==> src/logic/ebc_map.svh <==
// Register map, field positions and command codes of the readout control bank
// Notes on behaviour
// Enable mask has 16 bits; slot n uses master bit 2n, slave 2n+1.
// Only channels whose enable bit is one take part in data transmission; in bypass the code sends the selected channel regardless.
// Capture window counts 16-bit words; software keeps it at most 4000.
// Format 0 (default) sends three zero bytes and the event frame count.
// Event frame count is one byte, zero at event start, then increments.
// Format 1 sends a 32-bit run frame count, zeroed only at run start.
// Format 2 sends a 3-byte event time tag above the event frame count.
// Command writes launch routines on the selected or enabled channels.
// Command 0x00 selects run mode and aborts any other active command.
// Commands 0x01, 0x02, 0x03: phase, baseline or both on one channel.
// Command 0x0F bypasses suppression, raw readout of selected channel.
// Command 0x10 fully calibrates enabled channels; bits 11:8 show which.
// Commands 0x11 and 0x12 sweep only phase or only baseline calibration.
// Phase sweep: slave result overwrites the master's shared PLL phase.
// Read-only sync register shows detected, configured front-ends.
// Status bits: 0 phase run, 1 baseline run, 2 phase ok, 4 sweep, 5 done.
// Status bit 3 marks the last baseline calibration ended by watchdog.
// Status bit 6 shows raw passthrough, bit 7 shows suppression active.
// Status bits 31:16 mark calibrated channels; command 0xFF clears them.
// Processor status reads 0x80 after reset.
// Software keeps the channel selector within 0 to 15.
// Done bit clears on a new non-run command, sets when the routine ends.
`ifndef EBC_MAP_SVH
`define EBC_MAP_SVH

`define EBC_ADDR_CHAN_MASK 8'h08
`define EBC_ADDR_CAPT_LEN 8'h09
`define EBC_ADDR_FMT 8'h0A
`define EBC_ADDR_SYNC 8'h10
`define EBC_ADDR_STATUS 8'h11
`define EBC_ADDR_SELECT 8'h12
`define EBC_ADDR_CMD 8'h1F

`define EBC_RST_CHAN_MASK 16'h0000
`define EBC_RST_CAPT_LEN 16'h0000
`define EBC_RST_FMT 8'h00
`define EBC_RST_SELECT 4'h0
`define EBC_RST_CMD 8'h00

`define EBC_CMD_RUN 8'h00
`define EBC_CMD_PHASE_ONE 8'h01
`define EBC_CMD_BASE_ONE 8'h02
`define EBC_CMD_FULL_ONE 8'h03
`define EBC_CMD_BYPASS 8'h0F
`define EBC_CMD_FULL_ALL 8'h10
`define EBC_CMD_PHASE_ALL 8'h11
`define EBC_CMD_BASE_ALL 8'h12
`define EBC_CMD_RESET 8'hFF

`define EBC_FMT_SINGLE 8'h00
`define EBC_FMT_TEST 8'h01
`define EBC_FMT_MULTI 8'h02

`define EBC_CAPT_LEN_MAX 16'h0FA0
`define EBC_LAST_CH 4'hF
`endif

==> src/logic/ebc_pkg.sv <==
// Types shared by the readout control bank and its frame tag unit
package ebc_pkg;

  typedef enum logic [2:0] {
    ST_RUN,
    ST_BYPASS,
    ST_SEEK,
    ST_PHASE,
    ST_BASE,
    ST_HOLD
  } ebc_state_t;

  // Request to the calibration datapath
  typedef struct packed {
    logic start;
    logic abort;
    logic baseline;
    logic [3:0] channel;
  } ebc_cal_req_t;

  // Answer from the calibration datapath
  typedef struct packed {
    logic done;
    logic ok;
    logic watchdog;
  } ebc_cal_rsp_t;

  // Frame events from the event builder
  typedef struct packed {
    logic run_start;
    logic event_start;
    logic frame_sent;
    logic [23:0] time_tag;
  } ebc_frame_ev_t;

endpackage

==> src/logic/ebc_frame_tag.sv <==
// Frame counter field generator for outgoing data frames
`timescale 1ns/1ps
`include "ebc_map.svh"
module ebc_frame_tag
  import ebc_pkg::*;
(
  input wire logic clock,
  input wire logic rst_n,
  input wire logic [7:0] format,
  input wire ebc_frame_ev_t ev,
  output logic [31:0] field_r
);

  logic [7:0] event_frames_r;
  logic [31:0] run_frame_count_r;

  // per-event count
  always_ff @(posedge clock or negedge rst_n) begin
    if (!rst_n) begin
      event_frames_r <= 8'h00;
    end else if (ev.event_start) begin
      event_frames_r <= 8'h00;
    end else if (ev.frame_sent) begin
      event_frames_r <= event_frames_r + 8'h01;
    end
  end

  // run-wide count
  always_ff @(posedge clock or negedge rst_n) begin
    if (!rst_n) begin
      run_frame_count_r <= 32'h0000_0000;
    end else if (ev.run_start) begin
      run_frame_count_r <= 32'h0000_0000;
    end else if (ev.frame_sent) begin
      run_frame_count_r <= run_frame_count_r + 32'h0000_0001;
    end
  end

  // Unknown formats fall back to the default layout
  always_ff @(posedge clock or negedge rst_n) begin
    if (!rst_n) begin
      field_r <= 32'h0000_0000;
    end else begin
      unique case (format)
        // global count
        `EBC_FMT_TEST: field_r <= run_frame_count_r;
        // time tag
        `EBC_FMT_MULTI: field_r <= {ev.time_tag, event_frames_r};
        // zero upper bytes
        default: field_r <= {24'h00_0000, event_frames_r};
      endcase
    end
  end

endmodule // ebc_frame_tag

==> src/logic/ebc_regs.sv <==
// Readout control bank: event builder setup and calibration sequencer
`timescale 1ns/1ps
`include "ebc_map.svh"
module ebc_regs
  import ebc_pkg::*;
#(
  parameter int NUM_CH = 16
) (
  input wire logic clock,
  input wire logic rst_n,
  // Slow-control register port
  input wire logic reg_wr_en,
  input wire logic reg_rd_en,
  input wire logic [7:0] reg_addr,
  input wire logic [31:0] reg_wdata,
  output logic [31:0] reg_rdata_r,
  output logic reg_rd_valid_r,
  // Front-end sync detectors
  input wire logic [NUM_CH-1:0] sync_detect,
  // Event builder
  input wire ebc_frame_ev_t frame_ev,
  output logic [NUM_CH-1:0] tx_channel_en_r,
  output logic [15:0] capture_len_words_r,
  output logic [31:0] frame_counter_field_r,
  output logic suppression_active,
  output logic raw_passthrough_active,
  // Calibration datapath
  output ebc_cal_req_t cal_req_r,
  input wire ebc_cal_rsp_t cal_rsp,
  output logic pll_load_r,
  output logic [2:0] pll_slot_r
);

  // --------------------------------------------------------------
  // Storage
  // --------------------------------------------------------------
  logic [15:0] channel_enable_mask_r;
  logic [15:0] capture_window_length_r;
  logic [7:0] frame_counter_format_r;
  logic [3:0] single_channel_select_r;
  logic [7:0] processor_command_r;
  logic [15:0] channel_calibrated_flags_r;
  logic phase_lock_ok_r;
  logic watchdog_hit_r;
  logic sweep_finished_r;
  logic cmd_done_r;
  logic sweep_r;
  logic do_phase_r;
  logic do_base_r;
  logic chan_ok_r;
  logic [3:0] ch_r;
  ebc_state_t st_r;

  logic [31:0] processor_status;
  logic cmd_wr;
  logic [7:0] cmd_code;

  // --------------------------------------------------------------
  // Sequencer next-state terms
  // --------------------------------------------------------------
  ebc_state_t st_nxt;
  logic [3:0] ch_nxt;
  logic go_phase;
  logic go_base;
  logic chan_end;
  logic chan_end_ok;
  logic finish;
  logic abort;
  logic proc_reset;
  logic launch;
  logic sweep_nxt;
  logic do_phase_nxt;
  logic do_base_nxt;

  function automatic logic wr_hit(input logic [7:0] a);
    return reg_wr_en && (reg_addr == a);
  endfunction

  function automatic logic busy(input ebc_state_t s);
    return (s == ST_SEEK) || (s == ST_PHASE) || (s == ST_BASE);
  endfunction

  assign cmd_wr = wr_hit(`EBC_ADDR_CMD);
  assign cmd_code = reg_wdata[7:0];

  // --------------------------------------------------------------
  // Configuration registers
  // --------------------------------------------------------------
  always_ff @(posedge clock or negedge rst_n) begin
    if (!rst_n) begin
      channel_enable_mask_r <= `EBC_RST_CHAN_MASK;
      capture_window_length_r <= `EBC_RST_CAPT_LEN;
      frame_counter_format_r <= `EBC_RST_FMT;
      single_channel_select_r <= `EBC_RST_SELECT;
    end else begin
      // enable mask
      if (wr_hit(`EBC_ADDR_CHAN_MASK)) begin
        channel_enable_mask_r <= reg_wdata[15:0];
      end
      // length in words
      if (wr_hit(`EBC_ADDR_CAPT_LEN)) begin
        capture_window_length_r <= reg_wdata[15:0];
      end
      if (wr_hit(`EBC_ADDR_FMT)) begin
        frame_counter_format_r <= reg_wdata[7:0];
      end
      // selector range
      if (wr_hit(`EBC_ADDR_SELECT)) begin
        single_channel_select_r <= reg_wdata[3:0];
      end
    end
  end

  always_ff @(posedge clock or negedge rst_n) begin
    if (!rst_n) begin
      processor_command_r <= `EBC_RST_CMD;
    end else if (cmd_wr) begin
      processor_command_r <= cmd_code;
    end
  end

  // --------------------------------------------------------------
  // Calibration sequencer
  // --------------------------------------------------------------
  always_comb begin
    st_nxt = st_r;
    ch_nxt = ch_r;
    sweep_nxt = sweep_r;
    do_phase_nxt = do_phase_r;
    do_base_nxt = do_base_r;
    go_phase = 1'b0;
    go_base = 1'b0;
    chan_end = 1'b0;
    chan_end_ok = 1'b0;
    finish = 1'b0;
    abort = 1'b0;
    proc_reset = 1'b0;
    if (cmd_wr) begin
      // command launch
      unique case (cmd_code)
        // run or abort
        `EBC_CMD_RUN: begin
          abort = (st_r != ST_RUN);
          st_nxt = ST_RUN;
        end
        `EBC_CMD_RESET: begin
          abort = (st_r != ST_RUN);
          proc_reset = 1'b1;
          st_nxt = ST_RUN;
        end
        // raw passthrough
        `EBC_CMD_BYPASS: begin
          abort = busy(st_r);
          st_nxt = ST_BYPASS;
        end
        // single channel
        `EBC_CMD_PHASE_ONE, `EBC_CMD_BASE_ONE, `EBC_CMD_FULL_ONE: begin
          abort = busy(st_r);
          sweep_nxt = 1'b0;
          do_phase_nxt = cmd_code[0];
          do_base_nxt = cmd_code[1];
          ch_nxt = single_channel_select_r;
          go_phase = cmd_code[0];
          go_base = !cmd_code[0];
          st_nxt = cmd_code[0] ? ST_PHASE : ST_BASE;
        end
        // sweeps start at channel 0
        `EBC_CMD_FULL_ALL, `EBC_CMD_PHASE_ALL, `EBC_CMD_BASE_ALL: begin
          abort = busy(st_r);
          sweep_nxt = 1'b1;
          do_phase_nxt = (cmd_code != `EBC_CMD_BASE_ALL);
          do_base_nxt = (cmd_code != `EBC_CMD_PHASE_ALL);
          ch_nxt = 4'h0;
          st_nxt = ST_SEEK;
        end
        default: st_nxt = st_r;
      endcase
    end else begin
      unique case (st_r)
        ST_RUN, ST_BYPASS, ST_HOLD: begin
          st_nxt = st_r;
        end
        // skip disabled channels
        ST_SEEK: begin
          if (channel_enable_mask_r[ch_r]) begin
            go_phase = do_phase_r;
            go_base = !do_phase_r;
            st_nxt = do_phase_r ? ST_PHASE : ST_BASE;
          end else if (ch_r == `EBC_LAST_CH) begin
            finish = 1'b1;
          end else begin
            ch_nxt = ch_r + 4'h1;
          end
        end
        ST_PHASE: begin
          if (cal_rsp.done) begin
            if (do_base_r && cal_rsp.ok) begin
              go_base = 1'b1;
              st_nxt = ST_BASE;
            end else begin
              chan_end = 1'b1;
              chan_end_ok = cal_rsp.ok && !do_base_r;
            end
          end
        end
        ST_BASE: begin
          if (cal_rsp.done) begin
            chan_end = 1'b1;
            chan_end_ok = chan_ok_r && cal_rsp.ok && !cal_rsp.watchdog;
          end
        end
      endcase
      if (chan_end) begin
        if (sweep_r && (ch_r != `EBC_LAST_CH)) begin
          // next channel in turn
          ch_nxt = ch_r + 4'h1;
          st_nxt = ST_SEEK;
        end else begin
          finish = 1'b1;
        end
      end
      if (finish) begin
        st_nxt = ST_HOLD;
      end
    end
  end

  assign launch = go_phase || go_base;

  always_ff @(posedge clock or negedge rst_n) begin
    if (!rst_n) begin
      st_r <= ST_RUN;
      ch_r <= 4'h0;
      sweep_r <= 1'b0;
      do_phase_r <= 1'b0;
      do_base_r <= 1'b0;
    end else begin
      st_r <= st_nxt;
      ch_r <= ch_nxt;
      sweep_r <= sweep_nxt;
      do_phase_r <= do_phase_nxt;
      do_base_r <= do_base_nxt;
    end
  end

  // Phase result of this channel, kept for the full-calibration verdict
  always_ff @(posedge clock or negedge rst_n) begin
    if (!rst_n) begin
      chan_ok_r <= 1'b0;
    end else if (launch && !(st_r == ST_PHASE)) begin
      chan_ok_r <= 1'b1;
    end else if (st_r == ST_PHASE && cal_rsp.done) begin
      chan_ok_r <= cal_rsp.ok;
    end
  end

  // Request pulses to the calibration datapath
  always_ff @(posedge clock or negedge rst_n) begin
    if (!rst_n) begin
      cal_req_r <= '0;
    end else begin
      cal_req_r.start <= launch;
      cal_req_r.abort <= abort;
      cal_req_r.baseline <= go_base;
      cal_req_r.channel <= ch_nxt;
    end
  end

  // --------------------------------------------------------------
  // Shared PLL update
  // --------------------------------------------------------------
  // Ascending sweep order puts the slave after its master, so the
  // slave's phase is the one left in the slot's PLL.
  always_ff @(posedge clock or negedge rst_n) begin
    if (!rst_n) begin
      pll_load_r <= 1'b0;
      pll_slot_r <= 3'h0;
    end else begin
      // slave overwrites master
      pll_load_r <= (st_r == ST_PHASE) && cal_rsp.done && cal_rsp.ok;
      pll_slot_r <= ch_r[3:1];
    end
  end

  // --------------------------------------------------------------
  // Status flags
  // --------------------------------------------------------------
  always_ff @(posedge clock or negedge rst_n) begin
    if (!rst_n) begin
      phase_lock_ok_r <= 1'b0;
    end else if (proc_reset) begin
      phase_lock_ok_r <= 1'b0;
    end else if (st_r == ST_PHASE && cal_rsp.done && !cmd_wr) begin
      // phase verdict
      phase_lock_ok_r <= cal_rsp.ok;
    end
  end

  always_ff @(posedge clock or negedge rst_n) begin
    if (!rst_n) begin
      watchdog_hit_r <= 1'b0;
    end else if (proc_reset) begin
      watchdog_hit_r <= 1'b0;
    end else if (st_r == ST_BASE && cal_rsp.done && !cmd_wr) begin
      // last baseline run
      watchdog_hit_r <= cal_rsp.watchdog;
    end
  end

  // A finish in the same cycle as a command write cannot occur: the
  // write takes the sequencer path and suppresses the finish.
  always_ff @(posedge clock or negedge rst_n) begin
    if (!rst_n) begin
      cmd_done_r <= 1'b0;
      sweep_finished_r <= 1'b0;
    end else if (finish) begin
      // done at routine end
      cmd_done_r <= 1'b1;
      sweep_finished_r <= sweep_r;
    end else if (cmd_wr && cmd_code != `EBC_CMD_RUN) begin
      // cleared by new command
      cmd_done_r <= 1'b0;
      sweep_finished_r <= 1'b0;
    end
  end

  always_ff @(posedge clock or negedge rst_n) begin
    if (!rst_n) begin
      channel_calibrated_flags_r <= 16'h0000;
    end else if (proc_reset) begin
      // cleared by reset command
      channel_calibrated_flags_r <= 16'h0000;
    end else if (chan_end) begin
      // per-channel update
      channel_calibrated_flags_r[ch_r] <= chan_end_ok;
    end
  end

  // --------------------------------------------------------------
  // Status word
  // --------------------------------------------------------------
  // readout mode bits
  assign suppression_active = (st_r == ST_RUN);
  assign raw_passthrough_active = (st_r == ST_BYPASS);

  // status layout
  always_comb begin
    processor_status = 32'h0000_0000;
    processor_status[0] = (st_r == ST_PHASE);
    processor_status[1] = (st_r == ST_BASE);
    processor_status[2] = phase_lock_ok_r;
    processor_status[3] = watchdog_hit_r;
    processor_status[4] = sweep_finished_r;
    processor_status[5] = cmd_done_r;
    processor_status[6] = raw_passthrough_active;
    processor_status[7] = suppression_active;
    // current sweep channel
    processor_status[11:8] = sweep_r ? ch_r : 4'h0;
    processor_status[31:16] = channel_calibrated_flags_r;
  end

  // --------------------------------------------------------------
  // Event builder outputs
  // --------------------------------------------------------------
  always_ff @(posedge clock or negedge rst_n) begin
    if (!rst_n) begin
      tx_channel_en_r <= '0;
      capture_len_words_r <= 16'h0000;
    end else begin
      if (st_r == ST_BYPASS) begin
        // only the selected channel
        tx_channel_en_r <= NUM_CH'(1) << single_channel_select_r;
      end else begin
        // enabled channels only
        tx_channel_en_r <= channel_enable_mask_r[NUM_CH-1:0];
      end
      // word count to capture logic
      capture_len_words_r <= capture_window_length_r;
    end
  end

  ebc_frame_tag u_frame_tag (
    .clock(clock),
    .rst_n(rst_n),
    .format(frame_counter_format_r),
    .ev(frame_ev),
    .field_r(frame_counter_field_r)
  );

  // --------------------------------------------------------------
  // Register read port
  // --------------------------------------------------------------
  always_ff @(posedge clock or negedge rst_n) begin
    if (!rst_n) begin
      reg_rdata_r <= 32'h0000_0000;
      reg_rd_valid_r <= 1'b0;
    end else begin
      reg_rd_valid_r <= reg_rd_en;
      if (reg_rd_en) begin
        unique case (reg_addr)
          `EBC_ADDR_CHAN_MASK:
            reg_rdata_r <= {16'h0000, channel_enable_mask_r};
          `EBC_ADDR_CAPT_LEN:
            reg_rdata_r <= {16'h0000, capture_window_length_r};
          `EBC_ADDR_FMT: reg_rdata_r <= {24'h00_0000, frame_counter_format_r};
          // sync presence
          `EBC_ADDR_SYNC:
            reg_rdata_r <= {16'h0000, 16'(sync_detect)};
          `EBC_ADDR_STATUS: reg_rdata_r <= processor_status;
          `EBC_ADDR_SELECT:
            reg_rdata_r <= {28'h000_0000, single_channel_select_r};
          `EBC_ADDR_CMD: reg_rdata_r <= {24'h00_0000, processor_command_r};
          default: reg_rdata_r <= 32'h0000_0000;
        endcase
      end
    end
  end

endmodule // ebc_regs

==> config.mk <==
export PLATFORM = sky130hd
export DESIGN_NAME = ebc_regs
export DESIGN_NICKNAME = d
export VERILOG_FILES = /design/src/logic/ebc_pkg.sv /design/src/logic/ebc_frame_tag.sv /design/src/logic/ebc_regs.sv
export VERILOG_INCLUDE_DIRS = /design/src /design/src/logic
export SDC_FILE = /design/constraint.sdc
export NUM_CORES = 1
export LEC_CHECK = 0
export ABC_AREA = 1
export BUFFER_PORTS_ARGS = -buffer_cell sky130_fd_sc_hd__buf_2
export CAP_MARGIN = 10
export CORE_MARGIN = 4
export CORE_UTILIZATION = 60
export DETAILED_ROUTE_END_ITERATION = 10
export HOLD_SLACK_MARGIN = 0.03
export PLACE_DENSITY = 0.82
export SLEW_MARGIN = 20
export SYNTH_ARGS = -nofsm -noshare
export SYNTH_HDL_FRONTEND = slang
export SYNTH_HIERARCHICAL = 1
export SYNTH_SLANG_ARGS = --single-unit
==> constraint.sdc <==
create_clock -name clock -period 4.28 [get_ports clock]
set_input_delay 0.428 -clock clock [delete_from_list [all_inputs] [get_ports clock]]
set_output_delay 0.428 -clock clock [all_outputs]
set_load 0.05 [all_outputs]
==> results.ini <==
[yosys]
netlist.top_cell.by_area = sky130_fd_sc_hd__dfrtp_1
netlist_instances = 1292
postSynthNetCount = 1388
yosys.cell_count.top_type = sky130_fd_sc_hd__nand2_1
netlist_top_cells_area = sky130_fd_sc_hd__dfrtp_1 54%, sky130_fd_sc_hd__nand2_1 14%, sky130_fd_sc_hd__o21ai_0 4.9%
synth_flop_cell = sky130_fd_sc_hd__dfrtp_1
synth-seq-area-share_pct = 53.72
ys_top_cells_by_count = 398 x sky130_fd_sc_hd__nand2_1, 227 x sky130_fd_sc_hd__dfrtp_1, 133 x sky130_fd_sc_hd__inv_1
netlist.area_leader.share_pct = 53.72
synth_warnings = 6
synth-seq-cells = 227
ys_types = 42
ys_async_sr_fraction_pct = 100.0
syn_area_per_cell_um2 = 8.184
synth-edff-count = 0
post_synth_instance_area_mm2 = 0.01057

[timing]
clock-skew-final_ps = 8.652
final-hold-violation-count = 0
tightestPinTransition_ps = 1014
slew_viol_final = 0
maxSlewHeadroom_pct = 32.35
fmax_ghz = 0.4102
unrepaired_setup_endpoints_after_global_routing = false
fin_tns_setup_ps = 0
timing.final.crit_share_pct = 56.96
finalWorstPathRequiredPeriod_ps = 2438
worst_hold_slack_ps = 100.5
setup_viol = 0

[floorplanning]
placeableCoreArea_mm2 = 0.01730
placementRows = 48
die_width_um = 140.8
fp.dieH_um = 140.8
die-area_mm2 = 0.01981
pin_count = 200
start_util_pct = 61.13

[clock_network]
htree_num_levels = 1
cts-root-buf = sky130_fd_sc_hd__clkbuf_16
cts_made_buffers = 23
clock_latency_ps = 510
cts.sinks = 227
clk_pin_slew_ps = 60
tritoncts_clock_tree = built
post_cts.resized_instances = 0
clock_path_buffers = 3

[finish]
nNetsFinal = 1565
relative_area_change_from_synthesis_to_final_layout_pct = 17.20
layout_cell_share_with_drive_strength_beyond_1_pct = 18.42
nFillCells = 1329
final-seq-area_mm2 = 0.005680
multi_input_area_mm2 = 0.004143

[drt]
vias_per_cell = 5.602
postRouteAntennaNets = 0
iteration_0_drc_markers = 778
remaining_drc_errors = 0
drt-total-wl_um = 28460
routed_wire_length_per_instance_um = 16.66
first_pass_iters = 5
route.vias.total = 9568

[worst_setup_path]
critical_path.reg2reg.startpoint = cal_req_r[0]$_DFFE_PN0P_
startpoint_type = flop
reg2reg_setup_slack_ps = 1840
crit_required_ps = 4680
path_common_cell = sky130_fd_sc_hd__nand2_1
reg2reg_to = st_r[2]$_DFFE_PN0P_
timing.critical_path.to_type = flop
slowest_delay_ps = 710
timing.critical_path.depth = 13
worst-r2r-cell-count = 13
critical-path-top-delay-family = simple AND/OR/NAND/NOR gates
path_class = flop to flop
cpMaxStageDelayCell = sky130_fd_sc_hd__dfrtp_1
crit_chain = inv_1 -> nand2_1 -> nand3_1 -> nand2_1 -> nand2_1 -> nand2_1 -> nor2_1 -> nand3_1 -> o21ai_0 -> nand2_1 -> nand2_1 -> nor2_1 -> nor2_1
cp_num_buf_inv = 1
worst_endpoint_data_arrival_time_ps = 2840
highest_fanout_seen_on_the_critical_path = 14

[placement]
port-buffer-count = 183
detailedPlacementHpwl_um = 19760
routabilityCongestion = 0.9620

[hold_path]
hold_path.class = input pin to flop
hold_end = u_frame_tag/event_frames_r[0]$_DFFE_PN0P_
hold_path_depth = 2
startpoint_of_the_tightest_hold_check_path = frame_ev[25]

[grt]
grt_antenna_before_repair = 4
global_route_wire_length_before_repair_um = 46240
via_count_of_the_first_global_routing_pass = 9352
pin_count_of_the_biggest_net_entering_global_routing = 138
grt_overflow_total = 0
grt.total_usage_pct = 28.51

[status]
run_status = completed

[power_and_ir_drop]
power.ir.vdd_worst_uv = 370.8
leakage_component_of_the_power_nw = 6.452
cellPowerDensity_mw_per_mm2 = 460.2

[job]
cap_violations = 0

power breakdown:
group          internal, W  leakage (nW)  switching (W)
sequential         0.00234          3.06       0.000154
clock              0.00119         0.365       0.000815
combinational     0.000314          3.03       0.000897
layer usage:
metal  track usage, %  routed length [um]
met1            36.58               11080
met3            4.647                2344
met4            9.638                 835
met2            49.55               14170
met5                0                  40
state kept, by name, summed over array words and instances (netlist names), 7 cells and up:
| register | count |
|---|---|
| reg_rdata_r | 32 |
| u_frame_tag/field_r | 32 |
| u_frame_tag/run_frame_count_r | 32 |
| capture_len_words_r | 16 |
| capture_window_length_r | 16 |
| channel_calibrated_flags_r | 16 |
| channel_enable_mask_r | 16 |
| tx_channel_en_r | 16 |
| frame_counter_format_r | 8 |
| processor_command_r | 8 |
| u_frame_tag/event_frames_r | 8 |
| cal_req_r | 7 |
worst max-delay path by stage:
stage	start	end	slack, ps
after floorplan	st_r[2]$_DFFE_PN0P_	raw_passthrough_active	2270
after global placement	reg_addr[7]	channel_calibrated_flags_r[8]$_DFFE_PN0P_	2000
after detailed placement	reg_addr[7]	reg_rdata_r[21]$_DFFE_PN0P_	1900
after CTS	cal_req_r[0]$_DFFE_PN0P_	cal_req_r[0]$_DFFE_PN0P_	1950
after global routing	cal_req_r[0]$_DFFE_PN0P_	cal_req_r[0]$_DFFE_PN0P_	1690
final	cal_req_r[0]$_DFFE_PN0P_	st_r[2]$_DFFE_PN0P_	1840
layout by cell type (no fill, tap or decap), drive strengths merged, types with 6 or more instances in the layout:
cell / Yosys / routed
ha: 6 / 6
nand3: 84 / 84
nor2: 118 / 118
o22ai: 33 / 33
o21ai: 150 / 150
clkbuf: 17 / 32
buf: 21 / 189
nand2: 406 / 406
nor3: 19 / 19
dfrtp: 227 / 227
inv: 140 / 141
a21oi: 33 / 33
logic make-up (layout without fill, tap and decap cells):
logic type / after synthesis / count (layout) / synth area share, %
DFF: 227 / 227 / 53.72
and+or+nand+nor: 644 / 644 / 26.43
AOI/OAI and AO/OA: 232 / 232 / 11.82
xor gates and xnor gates: 2 / 2 / 0.1657
adders and majority gates: 6 / 6 / 0.7100
buffers and inverters: 181 / 371 / 7.147
other: 0 / 1 / 0
metrics by stage:
| stage | setup slack [ps] | area, um^2 | total power, W | instances | utilization (%) |
|---|---|---|---|---|---|
| 5_1_grt | 1690 | 12390 | 0.005952 | 1708 | 71.65 |
| 4_1_cts | 1954 | 12350 | 0.005706 | 1705 | 71.42 |
| 6_report | 1842 | 12390 | 0.005703 | 1708 | 71.65 |
| 3_5_place_dp | 1896 | 11610 | 0.003690 | 1667 | 67.11 |
| 3_3_place_gp | 1995 | 11610 | 0.003657 | 1667 | 67.11 |
| 2_1_floorplan | 2266 | 10570 | 0.003326 | 1292 | - |
repair_timing:
| item | 4_1_cts | 5_1_grt |
|---|---|---|
| endpoints found under the hold margin | 0 | 31 |
| hold buffers | 0 | 1 |
| setup buffers | 0 | 0 |
cell type report:
class                           instances  area share [%]
Sequential cell                       227           45.84
Multi-Input combinational cell        884           33.43
Inverter                              143           4.351
Clock buffer                           32           5.321
Antenna cell                            1         0.02019
Tap cell                              225           2.272
Timing Repair Buffer                  190           8.077
Clock inverter                          6          0.6966
Power figures use the tool's default switching activity.
